## src/dsr_params.svh

```systemverilog
// Purpose: Constants for the digit-serial recorder output block
// Assumes: 200 MHz system clock
// Notes: Offsets are byte addresses on the register bus
// Overview of operation
// Drive half-character code high for right half, low for left half.
// Scanner drives a three-bit digit address of the digit shown.
// Digit select follows the digit address when counter is shown directly.
// Four data lines carry the shown digit as BCD, counter or plug-in.
// Decimal point lines are active low; low lights that position.
// Serial output sends one digit per step, least significant first.
// Serial sequence locks to the scan and repeats while scanning runs.
// Data clock comes from half-character code; data changes on its fall. The block also changes data on its rise to send the point code.
// Start marker is raised just before each new scan cycle.
// Start marker marks the last, most significant digit, never a point.
// Decimal point enters the sequence as code 15, all lines high.
// Point code is sent during the right half of its digit.
// A positive decimal clock pulse goes with the point code.
// With no point lit, a point goes right of the lowest digit.
// Unit levels from the plug-in pass straight to the recorder.
// Active-low print request is buffered into a positive print command.
// Hold low inhibits the display cycle end and a new measurement.
// Reset line is two-way: external reset, own reset drives it.
// Overflow output goes low while the display overflows.
// Transfer low passes counter digits to storage; high keeps them. The block clears storage in the reset state even with transfer high.
// Data and start marker hold steady from one data clock fall to next. The block changes data on the rise that starts the point code.
`ifndef DSR_PARAMS_SVH
`define DSR_PARAMS_SVH
`define DSR_CLK_PERIOD_NS 5
`define DSR_DISP_TIME_NS 100000
`define DSR_RST_PULSE_NS 1000
`define DSR_DISP_CYCLES ((`DSR_DISP_TIME_NS + `DSR_CLK_PERIOD_NS - 1) / `DSR_CLK_PERIOD_NS)
`define DSR_RST_CYCLES ((`DSR_RST_PULSE_NS + `DSR_CLK_PERIOD_NS - 1) / `DSR_CLK_PERIOD_NS)
`define DSR_NUM_DIGITS 8
`define DSR_DP_CODE 4'hF
`define DSR_DP_MAX 3'h5
`define DSR_OFS_CTRL 4'h0
`define DSR_OFS_DP 4'h4
`define DSR_OFS_STATUS 4'h8
`define DSR_CTRL_RUN 0
`define DSR_CTRL_BYPASS 1
`define DSR_CTRL_RST 2'h1
`define DSR_DP_RST 3'h0
`define DSR_EXT_GUARD 16'h0003
`endif

```

## src/dsr_pkg.sv

```systemverilog
// Purpose: Types for the digit-serial recorder output block
// Assumes: Used with dsr_params.svh
// Notes: Nothing is imported; users write dsr_pkg::name
package dsr_pkg;

  typedef enum logic [2:0] {
    DSR_ST_MEAS = 3'b001,
    DSR_ST_DISP = 3'b010,
    DSR_ST_RST = 3'b100
  } dsr_state_t;

  typedef struct packed {
    logic data_clk;
    logic start;
    logic dec_clk;
    logic [3:0] data;
  } dsr_ser_t;

  typedef struct packed {
    logic scan_s1;
    logic scan_s2;
    logic scan_d;
    logic hold_s1;
    logic hold_s2;
    logic prn_s1;
    logic prn_s2;
    logic rstl_s1;
    logic rstl_s2;
    logic [4:0] unit_s1;
    logic [4:0] unit_s2;
    logic [3:0] plg_s1;
    logic [3:0] plg_s2;
    logic half;
    logic [2:0] addr;
    logic [7:0][3:0] store;
    logic [3:0] lines;
    dsr_ser_t ser;
    logic ovf;
    logic prn_out;
    dsr_state_t st;
    logic [15:0] tmr;
    logic ack;
    logic [31:0] rdata;
    logic ctrl_run;
    logic ctrl_bypass;
    logic [2:0] dp_sel;
  } dsr_regs_t;

endpackage : dsr_pkg

```

## src/dsr_recorder_out.sv

```systemverilog
// Purpose: Display scanner and digit-serial recorder output
// Assumes: Scan clock and recorder pins are asynchronous to clk_sys_in
// Notes: Register bus is Avalon-MM; every access answers one cycle late
`timescale 1ns/1ps
`default_nettype none
`include "dsr_params.svh"

module dsr_recorder_out #(
  parameter int NUM_DIGITS = `DSR_NUM_DIGITS,
  parameter int DISP_CYCLES = `DSR_DISP_CYCLES,
  parameter int RST_CYCLES = `DSR_RST_CYCLES
) (
  input wire logic clk_sys_in,
  input wire logic rst_b_in,
  input wire logic [3:0] avs_address_in,
  input wire logic avs_read_in,
  input wire logic avs_write_in,
  input wire logic [31:0] avs_writedata_in,
  input wire logic [3:0] avs_byteenable_in,
  output logic [31:0] avs_readdata_out,
  output logic avs_waitrequest_out,
  input wire logic scan_clk_in,
  input wire logic [3:0] counter_digit_in,
  input wire logic [3:0] plugin_data_in,
  input wire logic transfer_n_in,
  input wire logic meas_done_in,
  input wire logic overflow_in,
  input wire logic [4:0] unit_n_in,
  input wire logic print_n_in,
  input wire logic hold_n_in,
  input wire logic reset_line_in,
  output logic reset_line_out,
  output logic reset_line_oe_out,
  output logic half_char_out,
  output logic [2:0] digit_addr_out,
  output logic [2:0] digit_select_out,
  output logic [3:0] data_lines_out,
  output logic decimal_point_one_n_out,
  output logic decimal_point_two_n_out,
  output logic decimal_point_three_n_out,
  output logic decimal_point_four_n_out,
  output logic decimal_point_five_n_out,
  output dsr_pkg::dsr_ser_t ser_out,
  output logic [4:0] unit_n_out,
  output logic print_out,
  output logic overflow_n_out,
  output logic measure_en_out
);

  initial begin
    if (NUM_DIGITS < 6 || NUM_DIGITS > 8) begin
      $error("NUM_DIGITS must be 6 to 8");
    end
    if (DISP_CYCLES < 1 || DISP_CYCLES > 65535) begin
      $error("DISP_CYCLES out of range");
    end
    if (RST_CYCLES < 4 || RST_CYCLES > 65535) begin
      $error("RST_CYCLES out of range");
    end
  end

  localparam logic [2:0] LAST_DIGIT = 3'(NUM_DIGITS - 1);
  localparam logic [15:0] DISP_END = 16'(DISP_CYCLES - 1);
  localparam logic [15:0] RST_END = 16'(RST_CYCLES - 1);

  dsr_pkg::dsr_regs_t r_reg;
  dsr_pkg::dsr_regs_t r_next;
  logic step;
  logic [2:0] addr_inc;
  logic [2:0] dp_idx;
  logic [3:0] digit_val;
  logic ext_rst;
  logic bus_req;

  assign step = r_reg.scan_s2 & ~r_reg.scan_d & r_reg.ctrl_run;
  assign addr_inc = (r_reg.addr == LAST_DIGIT) ? 3'h0 : r_reg.addr + 3'h1;
  // Out-of-range selects fall back to the default point position
  assign dp_idx = (r_reg.dp_sel >= 3'h1 && r_reg.dp_sel <= `DSR_DP_MAX) ?
                  r_reg.dp_sel : 3'h0;
  assign digit_val = r_reg.ctrl_bypass ? r_reg.plg_s2 : r_reg.store[addr_inc];
  // Own drive echoes back through the synchroniser, so ignore it briefly
  assign ext_rst = r_reg.rstl_s2 && (r_reg.st != dsr_pkg::DSR_ST_RST) &&
                   !(r_reg.st == dsr_pkg::DSR_ST_MEAS && r_reg.tmr < `DSR_EXT_GUARD);
  assign bus_req = avs_read_in | avs_write_in;

  always_comb begin
    r_next = r_reg;
    r_next.scan_s1 = scan_clk_in;
    r_next.scan_s2 = r_reg.scan_s1;
    r_next.scan_d = r_reg.scan_s2;
    r_next.hold_s1 = hold_n_in;
    r_next.hold_s2 = r_reg.hold_s1;
    r_next.prn_s1 = print_n_in;
    r_next.prn_s2 = r_reg.prn_s1;
    r_next.rstl_s1 = reset_line_in;
    r_next.rstl_s2 = r_reg.rstl_s1;
    r_next.unit_s1 = unit_n_in;
    r_next.unit_s2 = r_reg.unit_s1;
    r_next.plg_s1 = plugin_data_in;
    r_next.plg_s2 = r_reg.plg_s1;
    r_next.ovf = overflow_in;
    r_next.prn_out = ~r_reg.prn_s2 & (r_reg.st != dsr_pkg::DSR_ST_RST);

    if (step) begin
      if (r_reg.half) begin
        r_next.half = 1'b0;
        r_next.addr = addr_inc;
        r_next.ser.data = digit_val;
        r_next.ser.start = (addr_inc == LAST_DIGIT);
        r_next.ser.dec_clk = 1'b0;
      end else begin
        r_next.half = 1'b1;
        if (r_reg.addr == dp_idx) begin
          r_next.ser.data = `DSR_DP_CODE;
          r_next.ser.dec_clk = 1'b1;
          r_next.ser.start = 1'b0;
        end
      end
      r_next.ser.data_clk = ~r_reg.half;
    end

    // Direct counter display: digit select equals digit address
    if (!transfer_n_in) begin
      r_next.store[r_reg.addr] = counter_digit_in;
    end
    r_next.lines = r_reg.ctrl_bypass ? r_reg.plg_s2 : r_reg.store[r_reg.addr];

    case (r_reg.st)
      dsr_pkg::DSR_ST_MEAS: begin
        if (r_reg.tmr < `DSR_EXT_GUARD) begin
          r_next.tmr = r_reg.tmr + 16'h0001;
        end
        if (meas_done_in) begin
          r_next.st = dsr_pkg::DSR_ST_DISP;
          r_next.tmr = 16'h0000;
        end
      end
      dsr_pkg::DSR_ST_DISP: begin
        if (r_reg.tmr != DISP_END) begin
          r_next.tmr = r_reg.tmr + 16'h0001;
        end else if (r_reg.hold_s2) begin
          r_next.st = dsr_pkg::DSR_ST_RST;
          r_next.tmr = 16'h0000;
        end
      end
      dsr_pkg::DSR_ST_RST: begin
        r_next.store = '0;
        if (r_reg.tmr == RST_END) begin
          r_next.st = dsr_pkg::DSR_ST_MEAS;
          r_next.tmr = 16'h0000;
        end else begin
          r_next.tmr = r_reg.tmr + 16'h0001;
        end
      end
      default: begin
        r_next.st = dsr_pkg::DSR_ST_RST;
        r_next.tmr = 16'h0000;
      end
    endcase
    if (ext_rst) begin
      r_next.st = dsr_pkg::DSR_ST_RST;
      r_next.tmr = 16'h0000;
    end

    // Bus answers on the second cycle of every access
    r_next.ack = bus_req & ~r_reg.ack;
    if (avs_read_in && !r_reg.ack) begin
      case (avs_address_in)
        `DSR_OFS_CTRL: r_next.rdata = 32'({r_reg.ctrl_bypass, r_reg.ctrl_run});
        `DSR_OFS_DP: r_next.rdata = 32'(r_reg.dp_sel);
        `DSR_OFS_STATUS: r_next.rdata = 32'({r_reg.hold_s2, r_reg.ovf, r_reg.st,
                                             r_reg.addr, r_reg.half});
        default: r_next.rdata = 32'h0000_0000;
      endcase
    end
    if (avs_write_in && r_reg.ack && avs_byteenable_in[0]) begin
      case (avs_address_in)
        `DSR_OFS_CTRL: begin
          r_next.ctrl_run = avs_writedata_in[`DSR_CTRL_RUN];
          r_next.ctrl_bypass = avs_writedata_in[`DSR_CTRL_BYPASS];
        end
        `DSR_OFS_DP: r_next.dp_sel = avs_writedata_in[2:0];
        default: begin
        end
      endcase
    end
  end

  always_ff @(posedge clk_sys_in or negedge rst_b_in) begin
    if (!rst_b_in) begin
      r_reg <= '0;
      r_reg.hold_s1 <= 1'b1;
      r_reg.hold_s2 <= 1'b1;
      r_reg.prn_s1 <= 1'b1;
      r_reg.prn_s2 <= 1'b1;
      r_reg.unit_s1 <= 5'h1F;
      r_reg.unit_s2 <= 5'h1F;
      r_reg.st <= dsr_pkg::DSR_ST_MEAS;
      r_reg.ctrl_run <= 1'(`DSR_CTRL_RST);
      r_reg.ctrl_bypass <= 1'b0;
      r_reg.dp_sel <= `DSR_DP_RST;
    end else begin
      r_reg <= r_next;
    end
  end

  assign avs_waitrequest_out = bus_req & ~r_reg.ack;
  assign avs_readdata_out = r_reg.rdata;
  assign half_char_out = r_reg.half;
  assign digit_addr_out = r_reg.addr;
  assign digit_select_out = r_reg.addr;
  assign data_lines_out = r_reg.lines;
  assign decimal_point_one_n_out = ~(r_reg.dp_sel == 3'h1);
  assign decimal_point_two_n_out = ~(r_reg.dp_sel == 3'h2);
  assign decimal_point_three_n_out = ~(r_reg.dp_sel == 3'h3);
  assign decimal_point_four_n_out = ~(r_reg.dp_sel == 3'h4);
  assign decimal_point_five_n_out = ~(r_reg.dp_sel == 3'h5);
  assign ser_out = r_reg.ser;
  assign unit_n_out = r_reg.unit_s2;
  assign print_out = r_reg.prn_out;
  assign overflow_n_out = ~r_reg.ovf;
  assign measure_en_out = (r_reg.st == dsr_pkg::DSR_ST_MEAS);
  assign reset_line_oe_out = (r_reg.st == dsr_pkg::DSR_ST_RST);
  assign reset_line_out = (r_reg.st == dsr_pkg::DSR_ST_RST);
endmodule : dsr_recorder_out
`default_nettype wire

```

## config.mk

```make
export PLATFORM = sky130hd
export DESIGN_NAME = dsr_recorder_out
export DESIGN_NICKNAME = d
export VERILOG_FILES = /design/src/dsr_pkg.sv /design/src/dsr_recorder_out.sv
export VERILOG_INCLUDE_DIRS = /design/src /design/src/src
export SDC_FILE = /design/constraint.sdc
export NUM_CORES = 1
export LEC_CHECK = 0
export BUFFER_PORTS_ARGS = -buffer_cell sky130_fd_sc_hd__buf_2
export CORE_MARGIN = 5
export CORE_UTILIZATION = 45
export DETAILED_ROUTE_END_ITERATION = 12
export GPL_TIMING_DRIVEN = 1
export PLACE_DENSITY_LB_ADDON = 0.2
export SYNTH_ARGS = -nofsm -noshare
export SYNTH_HDL_FRONTEND = slang
export SYNTH_SLANG_ARGS = --single-unit
```

## constraint.sdc

```tcl
create_clock -name clk_sys_in -period 6.35 [get_ports clk_sys_in]
set_input_delay 0.3175 -clock clk_sys_in [delete_from_list [all_inputs] [get_ports clk_sys_in]]
set_output_delay 0.3175 -clock clk_sys_in [all_outputs]
set_load 0.02 [all_outputs]
```

==> results.txt <==
Outcome - complete, no violations
Via count - 3,941
Final Critical Period - 2.92 ns
Setup ws final - 3.43 ns
Final Util - 49.4%
Commonest non-fill, non-tap cell in the layout - dfrtp_1
Gr ovfl total - 0
Final GP Congestion - 0.847
Distinct cell type count after synthesis - 68
Clock Tree Root - clkbuf_16
Fill count - 1,178
Initial Util - 45.4%
Chip Width - 122 um
Share of post-route cells with drive strength above 1 - 25.3%
Leak Pwr - 2.72 nW
Multi-input combinational cell area - 2440 um^2
Capturing point of the worst reg2reg path - ser_out[2]
Crit-path leading delay family - flip-flops
ANT nets after route - 0
Commonest non-fill, non-tap cells in the layout - dfrtp_1, buf_2, mux2i_1
Routing usage on met2 - 26.7%
Fmax - 342 MHz
Hold path startpoint - unit_n_in[2]
Buf/Inv on CP - 0
Worst flop-to-flop path startpoint - digit_addr_out[1]
Drt total wl - 12,000 um
Req. time, crit path - 6.64 ns
Area leader, netlist - dfrtp_1
Hold WS - 0.0537 ns
VDD IR max - 0.217 mV
Non-filler cells, final - 737
Placed cell area - 5860 um^2
Via density - 5.35
Layout area overhead - 8.90%
Total CTS buffers - 9
Number of antenna diodes - 0
Routed wire length per instance - 16.3 um
Busiest layer in global routing - met2
Endpoints failing setup - 0
I/O pin total - 130
CTS tree - yes
Slew @ Worst Pin - 1.04 ns
EDFF count, synth - 0
Crit share post-route - 46.1%
Dominant synthesized flop cell - dfrtp_1
H-tree depth - 3
GRT Overall Usage - 16.5%
Clock Path Buffers - 2
Core region area - 12,500 um^2
Hold Fails Final Rpt - 0
Chip height - 122 um
Worst Skew - 0.0114 ns
Critical path fanouts, max - 28
Synthesized instance count - 530
Vias in the first global route - 3,719
Fin nets - 627
Final Max Tran Viols - 0
Largest register FFs - 66
Reg2reg path depth - 7
WHS Path Cells - 1
# hold bufs at CTS - 1
Final Cell Area - 6190 um^2
Post-synth ARST share - 100%
Std cell rows - 41
Final total power - 1.88 mW
Sequential-to-total area share from yosys stat - 48.4%
WP data arrival - 3.21 ns
Crit-path most repeated cell - ha_1
Drt initial violations - 191
PwrDens - 304 nW/um^2
Slowest stage delay, CP - 0.70 ns
Global-route wire length before repair - 19,600 um
Initial antenna violation count - 1
Setup WS pre-CTS - 3.48 ns
Worst Setup End Kind - register
Pre-antenna DRT Iters - 4
Crit-path cells - ha_1, ha_1, nor2_2, mux2i_1, mux4_2, a21oi_1, o22a_1
Max-slew headroom - 30.3%
# Post-CTS Setup Buffers - 0
Syn_area_per_cell - 10.7 um^2
Met1 Track Usage GR - 22.3%
WHS Endpoint - r_next[116]
Die Area - 15,000 um^2
FF/Latch Area - 2750 um^2
IO Port Bufs - 74
Setup CP Type - register to register
Placed cells - 720
Startpoint types - register
Later-pin clock latency in the skew report - 0.35 ns
Yosys reg bits - 109
Worst reg-to-reg setup slack - 3.43 ns
Crit path max-delay cell type - dfrtp_1
Yosys top cell area share - 41.0%
Post-CTS Resized - 0
DR DRC count - 0
Synth top area cells - dfrtp_1, mux2i_1, dfstp_2
Worst hold-check path type - primary input to register
Yosys warns - 0
HPWL after DPL - 8440 um
Largest net degree at the start of global routing - 70
Maxcap violations - 0
Reg clk slew, reported paths - 0.07 ns
Setup TNS - 0 ns
Clk sink count - 109
M3 GR Usage - 4.98%
Mapped Area - 5680 um^2
Unrepaired setup endpoints after global routing - no
## logic make-up after synthesis
kind of cell	Yosys count	share of synthesized area, %
adder cells (fa/ha/maj)	3	0.661
AND/OR/NAND/NOR	150	13.3
buffers and inverters	96	10.1
multiplexers	72	13.8
flip-flops	109	48.4
other	1	0.0660
AO/OA/AOI/OAI	90	12.3
XOR/XNOR	9	1.39
## cell type report
class / instances / area share (%)
well taps: 172 / 3.48
flip-flops and latches: 109 / 44.4
repair buffers: 79 / 6.67
inverters: 14 / 0.850
clock buffers: 9 / 3.64
multi-input cells: 347 / 39.5
clock inverters: 7 / 1.42
## synthesized netlist by cell type, drive strengths merged, types with 4 or more instances
cell type,instances
a21oi,19
a22o,11
a31oi,8
buf,57
clkbuf,25
dfrtp,93
dfstp,16
inv,12
mux2,11
mux2i,57
mux4,4
nand2,25
nand2b,8
nand3,15
nand4,5
nor2,56
nor2b,6
nor3,6
o211ai,5
o21ai,13
o22a,4
or4,4
xnor2,8
## power by group
part	internal, mW	leakage (nW)	total (mW)	switching (mW)
Combinational	0.181	1.18	0.453	0.272
Clock	0.316	0.148	0.586	0.270
Sequential	0.768	1.39	0.842	0.0743
## per-layer routing
metal / wire (um) / up-vias
met5: 7 / -
met4: 78 / 2
met3: 703 / 7
met2: 5910 / 111
met1: 5270 / 1951
li1: - / 1870
## worst max path at each step
stage	from	endpoint	cells past startpoint	slack, ns
final	digit_addr_out[1]	ser_out[2]	7	3.43
after global routing	digit_addr_out[1]	ser_out[3]	6	3.27
after CTS	digit_addr_out[1]	ser_out[2]	6	3.44
after detailed placement	digit_addr_out[1]	ser_out[2]	6	3.48
after global placement	digit_addr_out[1]	ser_out[2]	6	3.49
after floorplan	r_reg[38]	r_reg[41]	7	3.98
No activity file was read; power rests on OpenSTA's default activity.
